--- config.mk ---
export PLATFORM = sky130hd
export DESIGN_NAME = bspc_top
export DESIGN_NICKNAME = d
export VERILOG_FILES = /design/src/shared/bspc_pkg.sv /design/src/shared/bspc_hic_if.sv /design/src/rtl/bspc_hiccup.sv /design/src/rtl/bspc_sync.sv /design/src/rtl/bspc_top.sv
export VERILOG_INCLUDE_DIRS = /design/src /design/src/shared
export SDC_FILE = /design/constraint.sdc
export NUM_CORES = 1
export LEC_CHECK = 0
export BUFFER_PORTS_ARGS = -buffer_cell sky130_fd_sc_hd__buf_2
export CORE_ASPECT_RATIO = 0.6
export CORE_MARGIN = 1
export CORE_UTILIZATION = 53
export DETAILED_ROUTE_END_ITERATION = 8
export PLACE_DENSITY = 0.75
export SLEW_MARGIN = 20
export SYNTH_ARGS = -nofsm -noshare
export SYNTH_HDL_FRONTEND = slang
export SYNTH_HIERARCHICAL = 1
export SYNTH_SLANG_ARGS = --single-unit
--- constraint.sdc ---
create_clock -name CLK_IN -period 3.85 [get_ports CLK_IN]
set_input_delay 0.1925 -clock CLK_IN [delete_from_list [all_inputs] [get_ports CLK_IN]]
set_output_delay 0.1925 -clock CLK_IN [all_outputs]
set_load 0.05 [all_outputs]
--- src/shared/bspc_cfg.svh ---
// Constants for the buck switch protection controller: offsets, fields, resets, timing
`ifndef BSPC_CFG_SVH
`define BSPC_CFG_SVH

// Register byte offsets
`define BSPC_OFS_CTRL 8'h00
`define BSPC_OFS_STATUS 8'h04
`define BSPC_OFS_MASK 8'h08
`define BSPC_OFS_STATE 8'h0C
`define BSPC_OFS_PERIOD 8'h10

// Control register fields
`define BSPC_CTRL_RUN_BIT 0
`define BSPC_CTRL_RESET 32'h0000_0001

// Status and mask bit positions
`define BSPC_EV_OVERVOLT 0
`define BSPC_EV_PEAK 1
`define BSPC_EV_SOURCE 2
`define BSPC_EV_SINK 3
`define BSPC_EV_BOOT_UV 4
`define BSPC_EV_HICCUP 5
`define BSPC_EV_WIDTH 6
`define BSPC_MASK_RESET 6'h00

// State register fields
`define BSPC_ST_GATE_LSB 0
`define BSPC_ST_HS_BIT 2
`define BSPC_ST_LS_BIT 3
`define BSPC_ST_HICCUP_BIT 4
`define BSPC_ST_ACTIVE_BIT 5
`define BSPC_ST_OVERVOLT_BIT 6
`define BSPC_ST_LS_LOCK_BIT 7

// Switching period in clocks, about 700 kHz at 100 MHz
`define BSPC_PERIOD_RESET 16'h008F

// Timing figures
`define BSPC_CLK_MHZ 100
`define BSPC_MIN_OFF_NS 100
`define BSPC_DEAD_NS 20
`define BSPC_MIN_OFF_CYC ((`BSPC_MIN_OFF_NS * `BSPC_CLK_MHZ + 999) / 1000)
`define BSPC_DEAD_CYC ((`BSPC_DEAD_NS * `BSPC_CLK_MHZ + 999) / 1000)

// Hiccup counts in switching cycles
`define BSPC_CLAMP_WAIT 512
`define BSPC_HICCUP_CYCLES 16384

`endif

--- src/shared/bspc_pkg.sv ---
// Types shared by the buck switch protection controller modules
package bspc_pkg;

  // Which power switch the gate stage drives
  typedef enum logic [1:0] {
    BSPC_GATE_NONE = 2'b00,
    BSPC_GATE_HS = 2'b01,
    BSPC_GATE_LS = 2'b10
  } bspc_gate_type;

  // Hiccup supervisor states
  typedef enum logic [1:0] {
    BSPC_HIC_OFF = 2'b00,
    BSPC_HIC_WATCH = 2'b01,
    BSPC_HIC_WAIT = 2'b10
  } bspc_hic_type;

endpackage : bspc_pkg

--- src/shared/bspc_hic_if.sv ---
// Interface between the gate controller and the hiccup supervisor
`timescale 1ns/10ps
`default_nettype none

interface bspc_hic_if;
  logic cycle_tick;
  logic clamp;
  logic enable;
  logic hiccup_active;
  logic hiccup_enter;

  modport ctrl (
    output cycle_tick,
    output clamp,
    output enable,
    input hiccup_active,
    input hiccup_enter
  );

  modport hic (
    input cycle_tick,
    input clamp,
    input enable,
    output hiccup_active,
    output hiccup_enter
  );
endinterface : bspc_hic_if

`default_nettype wire

--- src/rtl/bspc_hiccup.sv ---
// Hiccup supervisor: counts clamped switching cycles and the restart wait
`timescale 1ns/10ps
`default_nettype none
`include "bspc_cfg.svh"

module bspc_hiccup
  import bspc_pkg::*;
#(
  parameter int CLAMP_WAIT = `BSPC_CLAMP_WAIT,
  parameter int HICCUP_CYCLES = `BSPC_HICCUP_CYCLES
) (
  input wire logic clk_in,
  input wire logic rst_n_in,
  bspc_hic_if.hic hic
);

  bspc_hic_type state_q;
  logic [15:0] clamp_cnt_q;
  logic [15:0] wait_cnt_q;
  logic enter_q;

  // Supervisor sequence; counts advance once per switching cycle, enable changes act on any clock
  always_ff @(posedge clk_in or negedge rst_n_in) begin
    if (!rst_n_in) begin
      state_q <= BSPC_HIC_OFF;
      clamp_cnt_q <= 16'h0000;
      wait_cnt_q <= 16'h0000;
      enter_q <= 1'b0;
    end else begin
      enter_q <= 1'b0;
      case (state_q)
        BSPC_HIC_OFF: begin
          clamp_cnt_q <= 16'h0000;
          wait_cnt_q <= 16'h0000;
          if (hic.enable) begin
            state_q <= BSPC_HIC_WATCH;
          end
        end
        BSPC_HIC_WATCH: begin
          if (!hic.enable) begin
            state_q <= BSPC_HIC_OFF;
          end else if (hic.cycle_tick) begin
            if (!hic.clamp) begin
              clamp_cnt_q <= 16'h0000;
            end else if (clamp_cnt_q >= 16'(CLAMP_WAIT)) begin
              state_q <= BSPC_HIC_WAIT;
              enter_q <= 1'b1;
              clamp_cnt_q <= 16'h0000;
              wait_cnt_q <= 16'h0000;
            end else begin
              clamp_cnt_q <= clamp_cnt_q + 16'h0001;
            end
          end
        end
        BSPC_HIC_WAIT: begin
          // Disable aborts the wait; a fresh enable starts clean
          if (!hic.enable) begin
            state_q <= BSPC_HIC_OFF;
          end else if (hic.cycle_tick) begin
            if (wait_cnt_q >= 16'(HICCUP_CYCLES - 1)) begin
              state_q <= BSPC_HIC_WATCH;
              wait_cnt_q <= 16'h0000;
            end else begin
              wait_cnt_q <= wait_cnt_q + 16'h0001;
            end
          end
        end
        default: begin
          state_q <= BSPC_HIC_OFF;
        end
      endcase
    end
  end

  assign hic.hiccup_active = (state_q == BSPC_HIC_WAIT);
  assign hic.hiccup_enter = enter_q;

endmodule : bspc_hiccup

`default_nettype wire

--- src/rtl/bspc_sync.sv ---
// Two-flop synchroniser bank for the asynchronous comparator flags
`timescale 1ns/10ps
`default_nettype none

module bspc_sync #(
  parameter int WIDTH = 8
) (
  input wire logic clk_in,
  input wire logic rst_n_in,
  input wire logic [WIDTH-1:0] async_in,
  output logic [WIDTH-1:0] sync_out
);

  // One independent two-stage chain per flag; bits are not coherent with each other
  genvar gi;
  generate
    for (gi = 0; gi < WIDTH; gi++) begin : g_bit
      logic meta_q;
      logic sync_q;
      always_ff @(posedge clk_in or negedge rst_n_in) begin
        if (!rst_n_in) begin
          meta_q <= 1'b0;
          sync_q <= 1'b0;
        end else begin
          meta_q <= async_in[gi];
          sync_q <= meta_q;
        end
      end
      assign sync_out[gi] = sync_q;
    end
  endgenerate

endmodule : bspc_sync

`default_nettype wire

--- src/rtl/bspc_top.sv ---
// Buck switch protection controller: per-cycle gate control, protection and registers
//
// Contract
// - With bootstrap healthy, high-side may stay on continuously across switching cycles.
// - Peak trips closer than 100 ns before cycle end are ignored.
// - Bootstrap undervoltage turns high-side off and low-side on for recharge.
// - Any low-side on interval counts as bootstrap recharge; no extra action.
// - Feedback above 108% level forces the high-side off.
// - Overvoltage turn-off of high-side turns the low-side on.
// - After overvoltage, high-side returns at next cycle once below 106%.
// - Peak current reaching reference turns high-side off, low-side on.
// - Clamp held over 512 switching cycles shuts down into hiccup.
// - Hiccup holds both switches off 16384 cycles, then restarts.
// - Source over-limit at cycle end skips next high-side, keeps low-side.
// - High-side resumes only when cycle start sees source current below limit.
// - Sink over-limit turns low-side off at once, both off until next cycle.
// - Low-side returns only after high-side on then off, or bootstrap undervoltage.
// - Active only when input above 4.1 V and enable above 1.20 V.
// - Enable low holds both switches off in shutdown.
`timescale 1ns/10ps
`default_nettype none
`include "bspc_cfg.svh"

module bspc_top
  import bspc_pkg::*;
#(
  parameter int CLAMP_WAIT = `BSPC_CLAMP_WAIT,
  parameter int HICCUP_CYCLES = `BSPC_HICCUP_CYCLES,
  parameter int MIN_OFF_CYC = `BSPC_MIN_OFF_CYC,
  parameter int DEAD_CYC = `BSPC_DEAD_CYC
) (
  input wire logic CLK_IN,
  input wire logic RST_N_IN,
  input wire logic BOOTSTRAP_UNDERVOLTAGE_FLAG_IN,
  input wire logic FEEDBACK_SENSE_OVER_IN,
  input wire logic FEEDBACK_SENSE_RECOVER_IN,
  input wire logic PEAK_TRIP_IN,
  input wire logic COMP_CLAMP_IN,
  input wire logic LS_SOURCE_OVER_IN,
  input wire logic LS_SINK_OVER_IN,
  input wire logic INPUT_UNDERVOLTAGE_LOCKOUT_OK_IN,
  input wire logic ENABLE_OK_IN,
  input wire logic [7:0] ADDR_IN,
  input wire logic [31:0] WR_DATA_IN,
  input wire logic WR_STB_IN,
  input wire logic RD_STB_IN,
  output logic [31:0] RD_DATA_OUT,
  output logic HS_GATE_OUT,
  output logic LS_GATE_OUT,
  output logic IRQ_OUT
);

  localparam int NFLAG = 9;

  // Synchronised comparator flags
  logic [NFLAG-1:0] flags_s;
  logic boot_uv;
  logic fb_over;
  logic fb_recover;
  logic peak_trip;
  logic comp_clamp;
  logic src_over;
  logic sink_over;
  logic vin_ok;
  logic en_ok;

  // Registers and controller state
  logic [31:0] ctrl_q;
  logic [`BSPC_EV_WIDTH-1:0] status_q;
  logic [`BSPC_EV_WIDTH-1:0] mask_q;
  logic [15:0] period_q;
  logic [15:0] cyc_cnt_q;
  logic cycle_tick;
  logic active;
  logic overvolt_q;
  logic hs_phase_q;
  logic sink_off_q;
  logic ls_lock_q;
  logic boot_uv_prev_q;
  logic fb_over_prev_q;
  logic [`BSPC_EV_WIDTH-1:0] events;
  bspc_gate_type want;
  bspc_gate_type gate_q;
  logic [7:0] dead_cnt_q;
  logic hs_gate_q;
  logic ls_gate_q;
  logic irq_q;
  logic [31:0] rd_data_q;
  logic [31:0] state_word;
  logic near_end;
  logic peak_cut;

  bspc_hic_if hic_bus ();

  // Every comparator flag is asynchronous to the controller clock
  bspc_sync #(
    .WIDTH(NFLAG)
  ) u_sync (
    .clk_in(CLK_IN),
    .rst_n_in(RST_N_IN),
    .async_in({ENABLE_OK_IN, INPUT_UNDERVOLTAGE_LOCKOUT_OK_IN, LS_SINK_OVER_IN,
               LS_SOURCE_OVER_IN, COMP_CLAMP_IN, PEAK_TRIP_IN,
               FEEDBACK_SENSE_RECOVER_IN, FEEDBACK_SENSE_OVER_IN,
               BOOTSTRAP_UNDERVOLTAGE_FLAG_IN}),
    .sync_out(flags_s)
  );

  assign boot_uv = flags_s[0];
  assign fb_over = flags_s[1];
  assign fb_recover = flags_s[2];
  assign peak_trip = flags_s[3];
  assign comp_clamp = flags_s[4];
  assign src_over = flags_s[5];
  assign sink_over = flags_s[6];
  assign vin_ok = flags_s[7];
  assign en_ok = flags_s[8];

  // Hiccup supervisor watches the clamp only while the converter may run
  assign hic_bus.cycle_tick = cycle_tick;
  assign hic_bus.clamp = comp_clamp;
  assign hic_bus.enable = vin_ok & en_ok & ctrl_q[`BSPC_CTRL_RUN_BIT];

  bspc_hiccup #(
    .CLAMP_WAIT(CLAMP_WAIT),
    .HICCUP_CYCLES(HICCUP_CYCLES)
  ) u_hiccup (
    .clk_in(CLK_IN),
    .rst_n_in(RST_N_IN),
    .hic(hic_bus.hic)
  );

  // Both flags and the run bit must agree, and hiccup blanks everything
  assign active = hic_bus.enable & ~hic_bus.hiccup_active;

  // Switching-cycle divider; the tick marks both cycle end and next start
  always_ff @(posedge CLK_IN or negedge RST_N_IN) begin
    if (!RST_N_IN) begin
      cyc_cnt_q <= 16'h0000;
    end else if (cycle_tick) begin
      cyc_cnt_q <= 16'h0000;
    end else begin
      cyc_cnt_q <= cyc_cnt_q + 16'h0001;
    end
  end

  assign cycle_tick = (cyc_cnt_q >= period_q - 16'h0001);
  // A trip this late would leave an off time shorter than the minimum
  assign near_end = ({1'b0, cyc_cnt_q} + 17'(MIN_OFF_CYC)) >= {1'b0, period_q};
  assign peak_cut = peak_trip & ~near_end;

  // Overvoltage latch with hysteresis; release only on a cycle boundary
  always_ff @(posedge CLK_IN or negedge RST_N_IN) begin
    if (!RST_N_IN) begin
      overvolt_q <= 1'b0;
    end else if (fb_over) begin
      overvolt_q <= 1'b1;
    end else if (cycle_tick && fb_recover) begin
      overvolt_q <= 1'b0;
    end
  end

  // High-side phase: armed at cycle start, cut by peak, overvoltage or bootstrap
  always_ff @(posedge CLK_IN or negedge RST_N_IN) begin
    if (!RST_N_IN) begin
      hs_phase_q <= 1'b0;
    end else if (!active || fb_over || boot_uv) begin
      hs_phase_q <= 1'b0;
    end else if (cycle_tick) begin
      // Re-arming an unbroken phase keeps the switch on through the boundary
      hs_phase_q <= ~src_over & ~(overvolt_q & ~fb_recover);
    end else if (peak_cut) begin
      hs_phase_q <= 1'b0;
    end
  end

  // Sink limit: both off for the rest of the cycle
  always_ff @(posedge CLK_IN or negedge RST_N_IN) begin
    if (!RST_N_IN) begin
      sink_off_q <= 1'b0;
    end else if (sink_over && gate_q == BSPC_GATE_LS) begin
      sink_off_q <= 1'b1;
    end else if (cycle_tick) begin
      sink_off_q <= 1'b0;
    end
  end

  // Low-side lock after a sink trip, freed by a full high-side pulse or bootstrap need
  always_ff @(posedge CLK_IN or negedge RST_N_IN) begin
    if (!RST_N_IN) begin
      ls_lock_q <= 1'b0;
    end else if (sink_over && gate_q == BSPC_GATE_LS) begin
      ls_lock_q <= 1'b1;
    end else if (boot_uv || (hs_gate_q && want != BSPC_GATE_HS)) begin
      ls_lock_q <= 1'b0;
    end
  end

  // Requested switch; any low-side interval doubles as bootstrap recharge
  always_comb begin
    want = BSPC_GATE_NONE;
    if (!active) begin
      want = BSPC_GATE_NONE;
    end else if (hs_phase_q && !boot_uv && !overvolt_q && !fb_over) begin
      want = BSPC_GATE_HS;
    end else if (boot_uv) begin
      want = BSPC_GATE_LS;
    end else if (sink_off_q || ls_lock_q || sink_over) begin
      want = BSPC_GATE_NONE;
    end else begin
      want = BSPC_GATE_LS;
    end
  end

  // Gate stage: a change always passes through a dead interval with both off
  always_ff @(posedge CLK_IN or negedge RST_N_IN) begin
    if (!RST_N_IN) begin
      gate_q <= BSPC_GATE_NONE;
      dead_cnt_q <= 8'h00;
    end else begin
      case (gate_q)
        BSPC_GATE_HS, BSPC_GATE_LS: begin
          if (want != gate_q) begin
            gate_q <= BSPC_GATE_NONE;
            dead_cnt_q <= 8'(DEAD_CYC);
          end
        end
        BSPC_GATE_NONE: begin
          if (dead_cnt_q != 8'h00) begin
            dead_cnt_q <= dead_cnt_q - 8'h01;
          end else if (want != BSPC_GATE_NONE) begin
            gate_q <= want;
          end
        end
        default: begin
          gate_q <= BSPC_GATE_NONE;
        end
      endcase
    end
  end

  // Output flops follow the gate stage; sink trip drops low-side without delay
  always_ff @(posedge CLK_IN or negedge RST_N_IN) begin
    if (!RST_N_IN) begin
      hs_gate_q <= 1'b0;
      ls_gate_q <= 1'b0;
    end else begin
      hs_gate_q <= (gate_q == BSPC_GATE_HS) && (want == BSPC_GATE_HS);
      ls_gate_q <= (gate_q == BSPC_GATE_LS) && (want == BSPC_GATE_LS);
    end
  end

  // Edge history for event detection on level flags
  always_ff @(posedge CLK_IN or negedge RST_N_IN) begin
    if (!RST_N_IN) begin
      boot_uv_prev_q <= 1'b0;
      fb_over_prev_q <= 1'b0;
    end else begin
      boot_uv_prev_q <= boot_uv;
      fb_over_prev_q <= fb_over;
    end
  end

  always_comb begin
    events = '0;
    events[`BSPC_EV_OVERVOLT] = fb_over & ~fb_over_prev_q;
    events[`BSPC_EV_PEAK] = peak_cut & hs_phase_q & ~cycle_tick;
    events[`BSPC_EV_SOURCE] = cycle_tick & src_over & active;
    events[`BSPC_EV_SINK] = sink_over & (gate_q == BSPC_GATE_LS);
    events[`BSPC_EV_BOOT_UV] = boot_uv & ~boot_uv_prev_q;
    events[`BSPC_EV_HICCUP] = hic_bus.hiccup_enter;
  end

  // Register writes
  always_ff @(posedge CLK_IN or negedge RST_N_IN) begin
    if (!RST_N_IN) begin
      ctrl_q <= `BSPC_CTRL_RESET;
      mask_q <= `BSPC_MASK_RESET;
      period_q <= `BSPC_PERIOD_RESET;
    end else if (WR_STB_IN) begin
      case (ADDR_IN)
        `BSPC_OFS_CTRL: ctrl_q <= {31'h0000_0000, WR_DATA_IN[`BSPC_CTRL_RUN_BIT]};
        `BSPC_OFS_MASK: mask_q <= WR_DATA_IN[`BSPC_EV_WIDTH-1:0];
        // A period below two clocks would stall the divider compare
        `BSPC_OFS_PERIOD: period_q <= (WR_DATA_IN[15:0] < 16'h0002) ? 16'h0002 : WR_DATA_IN[15:0];
        default: begin
        end
      endcase
    end
  end

  // Sticky status; a new event in the clearing read's cycle survives
  always_ff @(posedge CLK_IN or negedge RST_N_IN) begin
    if (!RST_N_IN) begin
      status_q <= '0;
    end else if (RD_STB_IN && ADDR_IN == `BSPC_OFS_STATUS) begin
      status_q <= events;
    end else begin
      status_q <= status_q | events;
    end
  end

  assign state_word = {24'h00_0000, ls_lock_q, overvolt_q, active, hic_bus.hiccup_active,
                       ls_gate_q, hs_gate_q, gate_q};

  // Read data is valid in the cycle after the strobe only
  always_ff @(posedge CLK_IN or negedge RST_N_IN) begin
    if (!RST_N_IN) begin
      rd_data_q <= 32'h0000_0000;
    end else if (RD_STB_IN) begin
      case (ADDR_IN)
        `BSPC_OFS_CTRL: rd_data_q <= ctrl_q;
        `BSPC_OFS_STATUS: rd_data_q <= {26'h000_0000, status_q};
        `BSPC_OFS_MASK: rd_data_q <= {26'h000_0000, mask_q};
        `BSPC_OFS_STATE: rd_data_q <= state_word;
        `BSPC_OFS_PERIOD: rd_data_q <= {16'h0000, period_q};
        default: rd_data_q <= 32'h0000_0000;
      endcase
    end else begin
      rd_data_q <= 32'h0000_0000;
    end
  end

  // Level interrupt from any unmasked sticky bit
  always_ff @(posedge CLK_IN or negedge RST_N_IN) begin
    if (!RST_N_IN) begin
      irq_q <= 1'b0;
    end else begin
      irq_q <= |(status_q & mask_q);
    end
  end

  assign RD_DATA_OUT = rd_data_q;
  assign HS_GATE_OUT = hs_gate_q;
  assign LS_GATE_OUT = ls_gate_q;
  assign IRQ_OUT = irq_q;

endmodule : bspc_top

`default_nettype wire

==> results.sh, run 1 <==
export IMPL_place_gp_congestion=0.9048
export IMPL_drc=0
export IMPL_tritoncts="yes"
export IMPL_layout_filler_cells=1007
export IMPL_antenna_violating_nets_post_route=0
export IMPL_postSynth_topFlopCell="sky130_fd_sc_hd__dfrtp_1"
export IMPL_p_per_area_nw_per_um2=431.3
export IMPL_peakVddDrop_mv=0.3001
export IMPL_max_slew_margin_rel_pct=45.94
export IMPL_timing_final_setup_violations=0
export IMPL_outcome="finished, final reports clean"
export IMPL_crit_path_start_kind="flop"
export IMPL_maxCapViolations=0
export IMPL_synth_distinct_cells=73
export IMPL_max_freq_mhz=269.4
export IMPL_register_area_um2=3336
export IMPL_synth_top_cell_by_area="sky130_fd_sc_hd__dfrtp_1"
export IMPL_grt_pass1_wl_um=27360
export IMPL_die_width_um=153.5
export IMPL_route_detailed_wl_per_inst_um=16.83
export IMPL_insertedDiodeCount=0
export IMPL_min_delay_path_class="in2reg"
export IMPL_fin_worst_hold_slack_ns=0.03207
export IMPL_hold_path_startpoint="WR_DATA_IN[15]"
export IMPL_power_sequential_fraction_pct=42.4
export IMPL_synth_edff_count=0
export IMPL_clk_pin_slew_worst_paths_ns=0.06
export IMPL_timing_final_hold_violations=0
export IMPL_p_leak_nw=3.924
export IMPL_cellInternalPower_mw=2.663
export IMPL_worst_path_max_fanout=6
export IMPL_floorplan_rows=32
export IMPL_ys_ff_latch=133
export IMPL_grt_total_ovfl=0
export IMPL_layout_drive_gt1_share_pct=20.37
export IMPL_post_route_min_period_ns=3.712
export IMPL_cts_root_buf="sky130_fd_sc_hd__clkbuf_16"
export IMPL_worstReg2RegEnd="u_hiccup/wait_cnt_q[2]"
export IMPL_ys_top_cells_by_area="sky130_fd_sc_hd__dfrtp_1 44%, sky130_fd_sc_hd__ha_1 7.4%, sky130_fd_sc_hd__xnor2_1 3.5%"
export IMPL_crit_path_start="period_q[0]"
export IMPL_postSynth_asyncResetShare_pct=100.0
export IMPL_post_synth_cell_area_avg_um2=9.986
export IMPL_fin_worst_skew_ns=0.008733
export IMPL_r2r_start="period_q[0]"
export IMPL_ff2ff_path_depth=19
export IMPL_cts_made_buffers=17
export IMPL_synthesis_instances=731
export IMPL_vias_per_cell=5.834
export IMPL_nets_finish=904
export IMPL_dieArea_um2=14260
export IMPL_synthesis_warning_total=6
export IMPL_multi_input_comb_area_um2=3684
export IMPL_finish_cell_count_without_fillers=990
export IMPL_power_switching_fraction_pct=27.49
export IMPL_track_usage_pct=24.33
export IMPL_drt_pass1_iterations=6
export IMPL_share_clk_of_total_power_pct=43.2
export IMPL_proportion_of_synthesized_chip_area_in_sequential_cells_pct=45.70
export IMPL_clock_sinks=133
export IMPL_endpoint="u_hiccup/wait_cnt_q[2]"
export IMPL_h_tree_levels=4
export IMPL_slew_viol_final=0
export IMPL_floorplan_initialDensity_pct=55.58
export IMPL_timing_setup_tns_ns=0
export IMPL_post_synth_instance_area_um2=7300
export IMPL_post_synth_top_area_fraction_pct=43.54
export IMPL_combinationalPowerShare_pct=14.4
export IMPL_worst_setup_path_type="reg2reg"
export IMPL_vias=5776
export IMPL_endpoint_kind="flop"
export IMPL_antenna_found_initial=0
export IMPL_total_switching_power_mw=1.010
export IMPL_yosys_top_cells_count="127 x sky130_fd_sc_hd__dfrtp_1, 65 x sky130_fd_sc_hd__nor2_1, 58 x sky130_fd_sc_hd__nand2_1"
export IMPL_routed_wirelength_um=16660
export IMPL_tightest_slew_ns=0.8035
export IMPL_via_count_of_the_first_global_routing_pass=5479
export IMPL_drt_initial_violations=453
export IMPL_clkLatencyLatePin_ns=0.41
export IMPL_floorplan_core_area_um2=13130
export IMPL_place_port_buffers=55
export IMPL_io_pin_count=88
export IMPL_period_share_pct=96.41
export IMPL_place_detailed_instances=944
export IMPL_cp_arrival_ns=3.99
export IMPL_r2r_setup_slack_ns=0.14
export IMPL_synthMostInstantiatedCell="sky130_fd_sc_hd__dfrtp_1"
export IMPL_hpwl_um=11700
export IMPL_area_delta_synth_final_pct=16.66
export IMPL_grt_start_max_net_pins=134
export IMPL_cts_buffer_depth=2
export IMPL_crit_required_ns=4.13
export IMPL_die_h_um=92.91
## sequential cells by signal, summed over array words and instances (netlist names), 8 cells and up
signal / count
u_sync/g_bit.meta_q: 9
cyc_cnt_q: 16
u_sync/g_bit.sync_q: 9
period_q: 16
dead_cnt_q: 8
u_hiccup/clamp_cnt_q: 16
RD_DATA_OUT: 16
u_hiccup/wait_cnt_q: 16
## cell families (layout without fill, tap and decap cells)
| logic type | after synthesis | after routing | synth area share, % |
|---|---|---|---|
| buffers and inverters | 85 | 158 | 6.188 |
| multiplexers | 22 | 22 | 3.702 |
| AND/OR/NAND/NOR | 283 | 283 | 20.67 |
| flip-flops | 133 | 133 | 45.70 |
| adder cells (fa/ha/maj) | 43 | 43 | 7.371 |
| other | 1 | 16 | 0.05137 |
| XOR/XNOR | 43 | 43 | 5.159 |
| AO/OA/AOI/OAI | 121 | 122 | 11.16 |
## worst min path at each step
| stage | end | slack, ns | depth (start not counted) |
|---|---|---|---|
| floorplan | HS_GATE_OUT | -0.10 | 0 |
| global placement | u_sync/g_bit[5].meta_q | 0.30 | 1 |
| detailed placement | u_sync/g_bit[4].meta_q | 0.30 | 1 |
| CTS | period_q[12] | 0.02 | 2 |
| global route | period_q[12] | 0.03 | 2 |
| finish | period_q[15] | 0.03 | 2 |
## routing by layer
layer | up-vias | routed length [um] | global-route usage [%] | part of all wire, %
met2 | 227 | 7329 | 36.74 | 44
met5 | - | 0 | 0 | 0
met3 | 14 | 1320 | 5.896 | 7.9
met1 | 2817 | 7901 | 35.03 | 47
li1 | 2718 | - | - | -
met4 | 0 | 107 | 6.000 | 0.64
## cell type report
| type | instances | area share (%) |
|---|---|---|
| clock buffer | 18 | 5.040 |
| clock inverter | 13 | 1.748 |
| inverter | 40 | 1.763 |
| multi-input combinational | 529 | 43.26 |
| sequential | 133 | 39.17 |
| tap | 170 | 2.498 |
| timing repair buffer | 87 | 6.524 |
## per-stage QoR
stage | total power, mW | cell area [um2] | setup WS [ns] | util, %
floorplan | 1.918 | 7357 | 0.08895 | -
global placement | 2.038 | 7692 | 0.1609 | 58.57
detailed placement | 2.071 | 7692 | -0.004730 | 58.57
CTS | 3.675 | 8379 | 0.02730 | 63.81
global route | 3.837 | 8516 | -0.02362 | 64.84
finish | 3.673 | 8516 | 0.1382 | 64.84
## placed cells by master (no fill, tap or decap), types with 5 or more instances in the layout
master / count
sky130_fd_sc_hd__clkinvlp_4: 5
sky130_fd_sc_hd__xor2_1: 14
sky130_fd_sc_hd__inv_1: 39
sky130_fd_sc_hd__a32o_1: 5
sky130_fd_sc_hd__a222oi_1: 6
sky130_fd_sc_hd__nor4_1: 7
sky130_fd_sc_hd__or3_1: 6
sky130_fd_sc_hd__nor2b_1: 9
sky130_fd_sc_hd__xnor2_1: 29
sky130_fd_sc_hd__nor3_1: 13
sky130_fd_sc_hd__nor2_1: 64
sky130_fd_sc_hd__conb_1: 16
sky130_fd_sc_hd__dlygate4sd3_1: 10
sky130_fd_sc_hd__and2_1: 14
sky130_fd_sc_hd__ha_1: 42
sky130_fd_sc_hd__a21oi_1: 26
sky130_fd_sc_hd__buf_4: 22
sky130_fd_sc_hd__nand3_1: 47
sky130_fd_sc_hd__nand4_1: 20
sky130_fd_sc_hd__mux2_2: 16
sky130_fd_sc_hd__dfrtp_1: 127
sky130_fd_sc_hd__dfstp_2: 6
sky130_fd_sc_hd__mux2_4: 6
sky130_fd_sc_hd__clkbuf_16: 17
sky130_fd_sc_hd__nand2_1: 58
sky130_fd_sc_hd__buf_2: 54
sky130_fd_sc_hd__o21ai_0: 35
sky130_fd_sc_hd__and3_1: 10
sky130_fd_sc_hd__a22o_1: 7
## power groups by stage
| stage | clock [mW] | sequential [mW] | combinational, mW |
|---|---|---|---|
| after floorplan | 0 | 1.56 | 0.363 |
| after global placement | 0 | 1.57 | 0.467 |
| after detailed placement | 0 | 1.58 | 0.496 |
| after CTS | 1.61 | 1.55 | 0.513 |
| after global routing | 1.68 | 1.56 | 0.597 |
| final | 1.59 | 1.56 | 0.530 |
## worst max-delay path, stage by stage, from the launching register on
cell,delay [ns]
sky130_fd_sc_hd__dfstp_2,0.57
sky130_fd_sc_hd__inv_1,0.07
sky130_fd_sc_hd__ha_1,0.22
sky130_fd_sc_hd__nand4_1,0.13
sky130_fd_sc_hd__buf_4,0.14
sky130_fd_sc_hd__o21ai_0,0.09
sky130_fd_sc_hd__and2_1,0.19
sky130_fd_sc_hd__ha_4,0.28
sky130_fd_sc_hd__nand4_1,0.15
sky130_fd_sc_hd__a211oi_2,0.21
sky130_fd_sc_hd__o41ai_2,0.12
sky130_fd_sc_hd__a21oi_2,0.26
sky130_fd_sc_hd__nor2_1,0.12
sky130_fd_sc_hd__inv_2,0.12
sky130_fd_sc_hd__nand2_1,0.08
sky130_fd_sc_hd__buf_4,0.18
sky130_fd_sc_hd__a21oi_4,0.24
sky130_fd_sc_hd__a31oi_4,0.09
sky130_fd_sc_hd__o21ai_0,0.20
sky130_fd_sc_hd__o21ai_0,0.12
## timing repair
action | in CTS | in global routing
buffers inserted | 0 | 4
endpoints found under the hold margin | 136 | 0
cloned | 0 | 1
gates resized for setup | 2 | 16
hold buffers | 10 | 0
endpoints found under the setup margin | 9 | 32
pin swaps | 0 | 8
Note: power is estimated with default switching activity, not from simulation.
==> run 2, diff against run 1 <==
- BUFFER_PORTS_ARGS: -buffer_cell sky130_fd_sc_hd__buf_2 -> not set
- CORE_MARGIN: 1 -> 1.5
- CORE_UTILIZATION: 53 -> 54
- DONT_BUFFER_PORTS: not set -> 1
- PLACE_DENSITY: 0.75 -> 0.7
==> run 2 against run 1 <==
- the run now ends with design-rule violations left
- clock skew rose by 0.0014 ns
- utilization up 0.39 points
- final cell count fell by 3.1%
- combinational power is 4.0% lower
- critical path type unchanged
==> results.sh, run 2 (synthesis results as in run 1) <==
export IMPL_dieArea_um2=14250
export IMPL_power_sequential_fraction_pct=41.1
export IMPL_timing_final_setup_violations=0
export IMPL_tightest_slew_ns=0.7786
export IMPL_place_port_buffers=0
export IMPL_clk_pin_slew_worst_paths_ns=0.06
export IMPL_mostFrequentLayoutCell="sky130_fd_sc_hd__dfrtp_1"
export IMPL_floorplan_rows=32
export IMPL_cts_root_buf="sky130_fd_sc_hd__clkbuf_16"
export IMPL_floorplan_core_area_um2=13010
export IMPL_share_clk_of_total_power_pct=45.5
export IMPL_die_h_um=93.06
export IMPL_routed_wirelength_um=16560
export IMPL_power_switching_fraction_pct=26.13
export IMPL_p_per_area_nw_per_um2=447.3
export IMPL_h_tree_levels=4
export IMPL_cellInternalPower_mw=2.805
export IMPL_final_cell_mix="127 x sky130_fd_sc_hd__dfrtp_1, 63 x sky130_fd_sc_hd__nor2_1, 58 x sky130_fd_sc_hd__nand2_1"
export IMPL_combinationalPowerShare_pct=13.4
export IMPL_timing_critical_path_cells="inv_1 -> ha_4 -> nand4_1 -> or3_4 -> and2_1 -> ha_4 -> nand4_1 -> a211oi_2 -> o41ai_1 -> a21oi_1 -> nor2_2 -> inv_2 -> nand2_1 -> or3_4 -> or3_1 -> nand3_1"
export IMPL_nets_finish=872
export IMPL_layout_drive_gt1_share_pct=14.96
export IMPL_route_detailed_wl_per_inst_um=17.27
export IMPL_via_count_of_the_first_global_routing_pass=5461
export IMPL_worst_path_buf_inv=2
export IMPL_failed_checks="design-rule violations"
export IMPL_place_gp_congestion=0.8838
export IMPL_insertedDiodeCount=0
export IMPL_drt_initial_violations=466
export IMPL_post_route_min_period_ns=3.779
export IMPL_unrepaired_setup_endpoints_after_global_routing="true"
export IMPL_io_pin_count=88
export IMPL_peakVddDrop_mv=0.3124
export IMPL_worst_path_max_fanout=8
export IMPL_critical_path_top_delay_family="simple AND/OR/NAND/NOR gates"
export IMPL_vias_per_cell=5.863
export IMPL_maxCapViolations=0
export IMPL_drt_pass1_iterations=7
export IMPL_report_power_total_mw=3.796
export IMPL_p_leak_nw=3.807
export IMPL_cts_buffer_depth=2
export IMPL_slowest_cell_delay_on_critical_path_ns=0.45
export IMPL_outcome="finished with violations"
export IMPL_total_switching_power_mw=0.9919
export IMPL_grt_pass1_wl_um=27710
export IMPL_drc=6
export IMPL_slew_viol_final=0
export IMPL_max_freq_mhz=264.6
export IMPL_finish_cell_count_without_fillers=959
export IMPL_floorplan_initialDensity_pct=56.10
export IMPL_max_slew_margin_rel_pct=47.61
export IMPL_cp_arrival_ns=4.14
export IMPL_grt_start_max_net_pins=134
export IMPL_timing_final_hold_violations=0
export IMPL_antenna_violating_nets_post_route=0
export IMPL_place_detailed_instances=891
export IMPL_clock_sinks=133
export IMPL_vias=5623
export IMPL_fin_worst_skew_ns=0.01014
export IMPL_critPathSlowestCell="sky130_fd_sc_hd__or3_4"
export IMPL_antenna_found_initial=0
export IMPL_die_width_um=153.1
export IMPL_worst_setup_path_type="reg2reg"
export IMPL_grt_total_ovfl=0
export IMPL_period_share_pct=98.17
export IMPL_hpwl_um=11290
export IMPL_crit_required_ns=4.21
export IMPL_endpoint_kind="flop"
export IMPL_track_usage_pct=24.93
export IMPL_tritoncts="yes"
export IMPL_clkLatencyLatePin_ns=0.42
export IMPL_cts_made_buffers=17
export IMPL_min_delay_path_class="in2reg"
export IMPL_crit_path_start_kind="flop"
export IMPL_area_delta_synth_final_pct=16.28
[run 2: power groups by stage]
| stage | registers [mW] | logic (mW) | clock network [mW] |
|---|---|---|---|
| floorplan | 1.56 | 0.363 | 0 |
| global placement | 1.58 | 0.405 | 0 |
| detailed placement | 1.58 | 0.430 | 0 |
| CTS | 1.56 | 0.488 | 1.74 |
| global route | 1.57 | 0.576 | 1.83 |
| finish | 1.56 | 0.509 | 1.73 |
[run 2: metal layers]
layer | vias to the layer above | GRT usage [%] | share of wire (%)
met1 | 2733 | 35.02 | 47
met3 | 25 | 7.553 | 7.7
met5 | - | 0 | 0
li1 | 2653 | - | -
met4 | 0 | 7.435 | 1.3
met2 | 212 | 37.20 | 44
[run 2: repair_timing]
action | in CTS | in global routing
hold buffers | 28 | 0
setup buffers | 1 | 7
pin swaps | 0 | 3
endpoints found under the hold margin | 170 | 0
setup endpoints to repair | 6 | 32
resized for setup | 2 | 15
[run 2: path summary, 6_finish.rpt]
kind	slack [ns]	endpoint	cells after the start	from
max	0.07	u_hiccup/wait_cnt_q[7]	16	period_q[1]
min	0.02	ctrl_q[0]	2	WR_STB_IN
max in group asynchronous	2.94	u_hiccup/clamp_cnt_q[1]	2	RST_N_IN
min in group asynchronous	0.38	dead_cnt_q[1]	2	RST_N_IN
min reg2reg	0.34	u_sync/g_bit[3].sync_q	0	u_sync/g_bit[3].meta_q
max reg2reg	0.07	u_hiccup/wait_cnt_q[7]	16	period_q[1]
[run 2: layout make-up]
class	instances	area, um2
flip-flops and latches	133	3336
inverters	40	150.1
well taps	170	212.7
multi-input cells	528	3643
clock inverters	12	178.9
repair buffers	56	520.5
fillers	967	4524
clock buffers	20	446.7
[run 2: per-stage QoR]
step | util, % | hold slack (ns) | setup WS, ns | cell area, um2 | setup TNS (ns)
after floorplan | - | -0.1031 | 0.08895 | 7357 | 0
after global placement | 57.00 | -0.1008 | 0.1469 | 7417 | 0
after detailed placement | 57.00 | -0.1013 | 0.01890 | 7417 | 0
after CTS | 64.19 | 0.01024 | 0.01762 | 8353 | 0
after global routing | 65.23 | 0.02027 | -0.1702 | 8488 | -2.567
final | 65.23 | 0.01533 | 0.07059 | 8488 | 0
==> run 3, diff against run 2 <==
- CORE_UTILIZATION: 54 -> 36
- PLACE_DENSITY: 0.7 -> 0.5
==> run 3 against run 2 <==
- the flow now finishes without violations
- via count down 1.3%
- sequential cell count unchanged
- sequential power about the same
- final cell count up 11%
- die area up 49%
- critical path depth up 2
- final area up 1.7%
- setup slack better by 0.10 ns
- fmax up 2.8%
- worst hold slack better by 0.0033 ns
- critical path type unchanged
- critical endpoint is now u_hiccup/wait_cnt_q[12]
- largest power group unchanged
==> results.sh, run 3 (synthesis results as in run 1) <==
export IMPL_timing_critical_path_cells="inv_1 -> ha_1 -> nand4_1 -> buf_4 -> o21ai_0 -> and2_1 -> ha_1 -> nand4_1 -> a211oi_2 -> o41ai_1 -> a21oi_1 -> buf_4 -> nor2_2 -> inv_2 -> nand2_1 -> or3_4 -> or3_1 -> nand3_1"
export IMPL_layout_filler_cells=1900
export IMPL_dieArea_um2=21170
export IMPL_route_detailed_wl_per_inst_um=16.16
export IMPL_timing_final_hold_violations=0
export IMPL_cts_root_buf="sky130_fd_sc_hd__clkbuf_16"
export IMPL_routed_wirelength_um=17240
export IMPL_grt_start_max_net_pins=134
export IMPL_min_delay_path_class="in2reg"
export IMPL_slowest_cell_delay_on_critical_path_ns=0.57
export IMPL_max_freq_mhz=272.0
export IMPL_floorplan_core_area_um2=19920
export IMPL_h_tree_levels=4
export IMPL_fin_worst_skew_ns=0.01978
export IMPL_drt_initial_violations=459
export IMPL_hpwl_um=12160
export IMPL_critical_path_top_delay_family="simple AND/OR/NAND/NOR gates"
export IMPL_via_count_of_the_first_global_routing_pass=5417
export IMPL_timing_final_setup_violations=0
export IMPL_floorplan_rows=40
export IMPL_io_pin_count=88
export IMPL_p_leak_nw=3.824
export IMPL_grt_total_ovfl=0
export IMPL_final_cell_mix="127 x sky130_fd_sc_hd__dfrtp_1, 63 x sky130_fd_sc_hd__nor2_1, 58 x sky130_fd_sc_hd__nand2_1"
export IMPL_max_slew_margin_rel_pct=52.00
export IMPL_drc=0
export IMPL_slew_viol_final=0
export IMPL_insertedDiodeCount=0
export IMPL_vias_per_cell=5.200
export IMPL_clkLatencyLatePin_ns=0.43
export IMPL_vias=5548
export IMPL_die_width_um=186.8
export IMPL_drt_pass1_iterations=5
export IMPL_crit_required_ns=4.21
export IMPL_grt_pass1_wl_um=28710
export IMPL_worst_path_max_fanout=8
export IMPL_layout_drive_gt1_share_pct=15.11
export IMPL_p_per_area_nw_per_um2=433.8
export IMPL_cp_arrival_ns=4.04
export IMPL_place_port_buffers=0
export IMPL_critPathSlowestCell="sky130_fd_sc_hd__dfstp_2"
export IMPL_clock_sinks=133
export IMPL_die_h_um=113.3
export IMPL_worst_path_buf_inv=4
export IMPL_period_share_pct=95.51
export IMPL_track_usage_pct=17.36
export IMPL_post_route_min_period_ns=3.677
export IMPL_finish_cell_count_without_fillers=1067
export IMPL_tritoncts="yes"
export IMPL_cts_made_buffers=17
export IMPL_clk_pin_slew_worst_paths_ns=0.07
export IMPL_nets_finish=877
export IMPL_cts_buffer_depth=2
export IMPL_peakVddDrop_mv=0.3290
export IMPL_post_route_worst_setup_slack_ns=0.1730
export IMPL_pre_cts_slack_ns=0.03275
export IMPL_area_delta_synth_final_pct=18.27
export IMPL_antenna_violating_nets_post_route=0
export IMPL_timing_setup_tns_ns=0
export IMPL_place_gp_congestion=0.8640
export IMPL_place_detailed_instances=1002
export IMPL_tightest_slew_ns=0.7200
export IMPL_crit_path_start_kind="flop"
export IMPL_worst_setup_path_type="reg2reg"
export IMPL_floorplan_initialDensity_pct=36.65
export IMPL_outcome="finished, final reports clean"
export IMPL_maxCapViolations=0
export IMPL_mostFrequentLayoutCell="sky130_fd_sc_hd__dfrtp_1"
export IMPL_endpoint_kind="flop"
export IMPL_antenna_found_initial=0
## run 3: cell count changes in the layout (fill, tap and decap cells not counted), moves of 2 or more
cell,before,now
sky130_fd_sc_hd__dlygate4sd3_1,27,29
sky130_fd_sc_hd__inv_6,0,4
sky130_fd_sc_hd__ha_4,2,0
sky130_fd_sc_hd__ha_1,41,43
sky130_fd_sc_hd__clkinv_4,3,1
sky130_fd_sc_hd__buf_4,27,30
## run 3: worst paths after layout
| path | from | endpoint | slack (ns) | cells past startpoint |
|---|---|---|---|---|
| worst max-delay path | period_q[0] | u_hiccup/wait_cnt_q[12] | 0.17 | 18 |
| worst max register to register | period_q[0] | u_hiccup/wait_cnt_q[12] | 0.17 | 18 |
| min in group asynchronous | RST_N_IN | cyc_cnt_q[8] | 0.42 | 2 |
| worst min register to register | u_sync/g_bit[5].meta_q | u_sync/g_bit[5].sync_q | 0.35 | 0 |
| max in group asynchronous | RST_N_IN | RD_DATA_OUT[15] | 2.84 | 2 |
| worst min-delay path | ADDR_IN[4] | ctrl_q[0] | 0.02 | 2 |
## run 3: report_power, final
part	leakage, nW	internal [mW]	switching (mW)
clock network	0.287	1.03	0.653
registers	1.74	1.48	0.0803
logic	1.80	0.224	0.280
total	3.82	2.73	1.01
## run 3: metrics by stage
step	hold slack (ns)	instance area (um2)	utilization (%)	power (mW)
after floorplan	-0.1031	7357	-	1.918
after global placement	-0.09652	7606	38.18	1.997
after detailed placement	-0.09625	7606	38.18	2.011
after CTS	0.0007982	8537	42.86	3.776
after global routing	0.01113	8633	43.34	3.955
final	0.01860	8633	43.34	3.745
## run 3: area by class of cell
class | instances | area (um2) | share of cell area [%]
sequential | 133 | 3336 | 38.64
clock buffer | 19 | 432.9 | 5.014
clock inverter | 13 | 172.7 | 2.000
timing repair buffer | 61 | 563.0 | 6.522
inverter | 40 | 150.1 | 1.739
multi-input combinational | 528 | 3637 | 42.13
tap | 273 | 341.6 | 3.957
## run 3: worst reg2reg max path, stage by stage (launching register included)
cell                       delay (ns)
sky130_fd_sc_hd__dfstp_2         0.57
sky130_fd_sc_hd__inv_1           0.07
sky130_fd_sc_hd__ha_1            0.21
sky130_fd_sc_hd__nand4_1         0.12
sky130_fd_sc_hd__buf_4           0.15
sky130_fd_sc_hd__o21ai_0         0.09
sky130_fd_sc_hd__and2_1          0.16
sky130_fd_sc_hd__ha_1            0.31
sky130_fd_sc_hd__nand4_1         0.15
sky130_fd_sc_hd__a211oi_2        0.19
sky130_fd_sc_hd__o41ai_1         0.12
sky130_fd_sc_hd__a21oi_1         0.16
sky130_fd_sc_hd__buf_4           0.15
sky130_fd_sc_hd__nor2_2          0.05
sky130_fd_sc_hd__inv_2           0.10
sky130_fd_sc_hd__nand2_1         0.09
sky130_fd_sc_hd__or3_4           0.46
sky130_fd_sc_hd__or3_1           0.36
sky130_fd_sc_hd__nand3_1         0.08
## run 3: metal layers
metal  GRT usage (%)  up-vias  routed length, um
li1                -     2661                  -
met1           26.90     2743               9344
met2           23.01      134               6801
met3           4.808       10                931
met4           4.839        0                161
met5               0        -                  0
## run 3: what timing repair did
action	CTS	global route
endpoints found under the hold margin	170	0
pin swaps	1	6
resized for setup	0	16
setup buffers	1	2
setup endpoints to repair	4	32
hold buffers	30	0
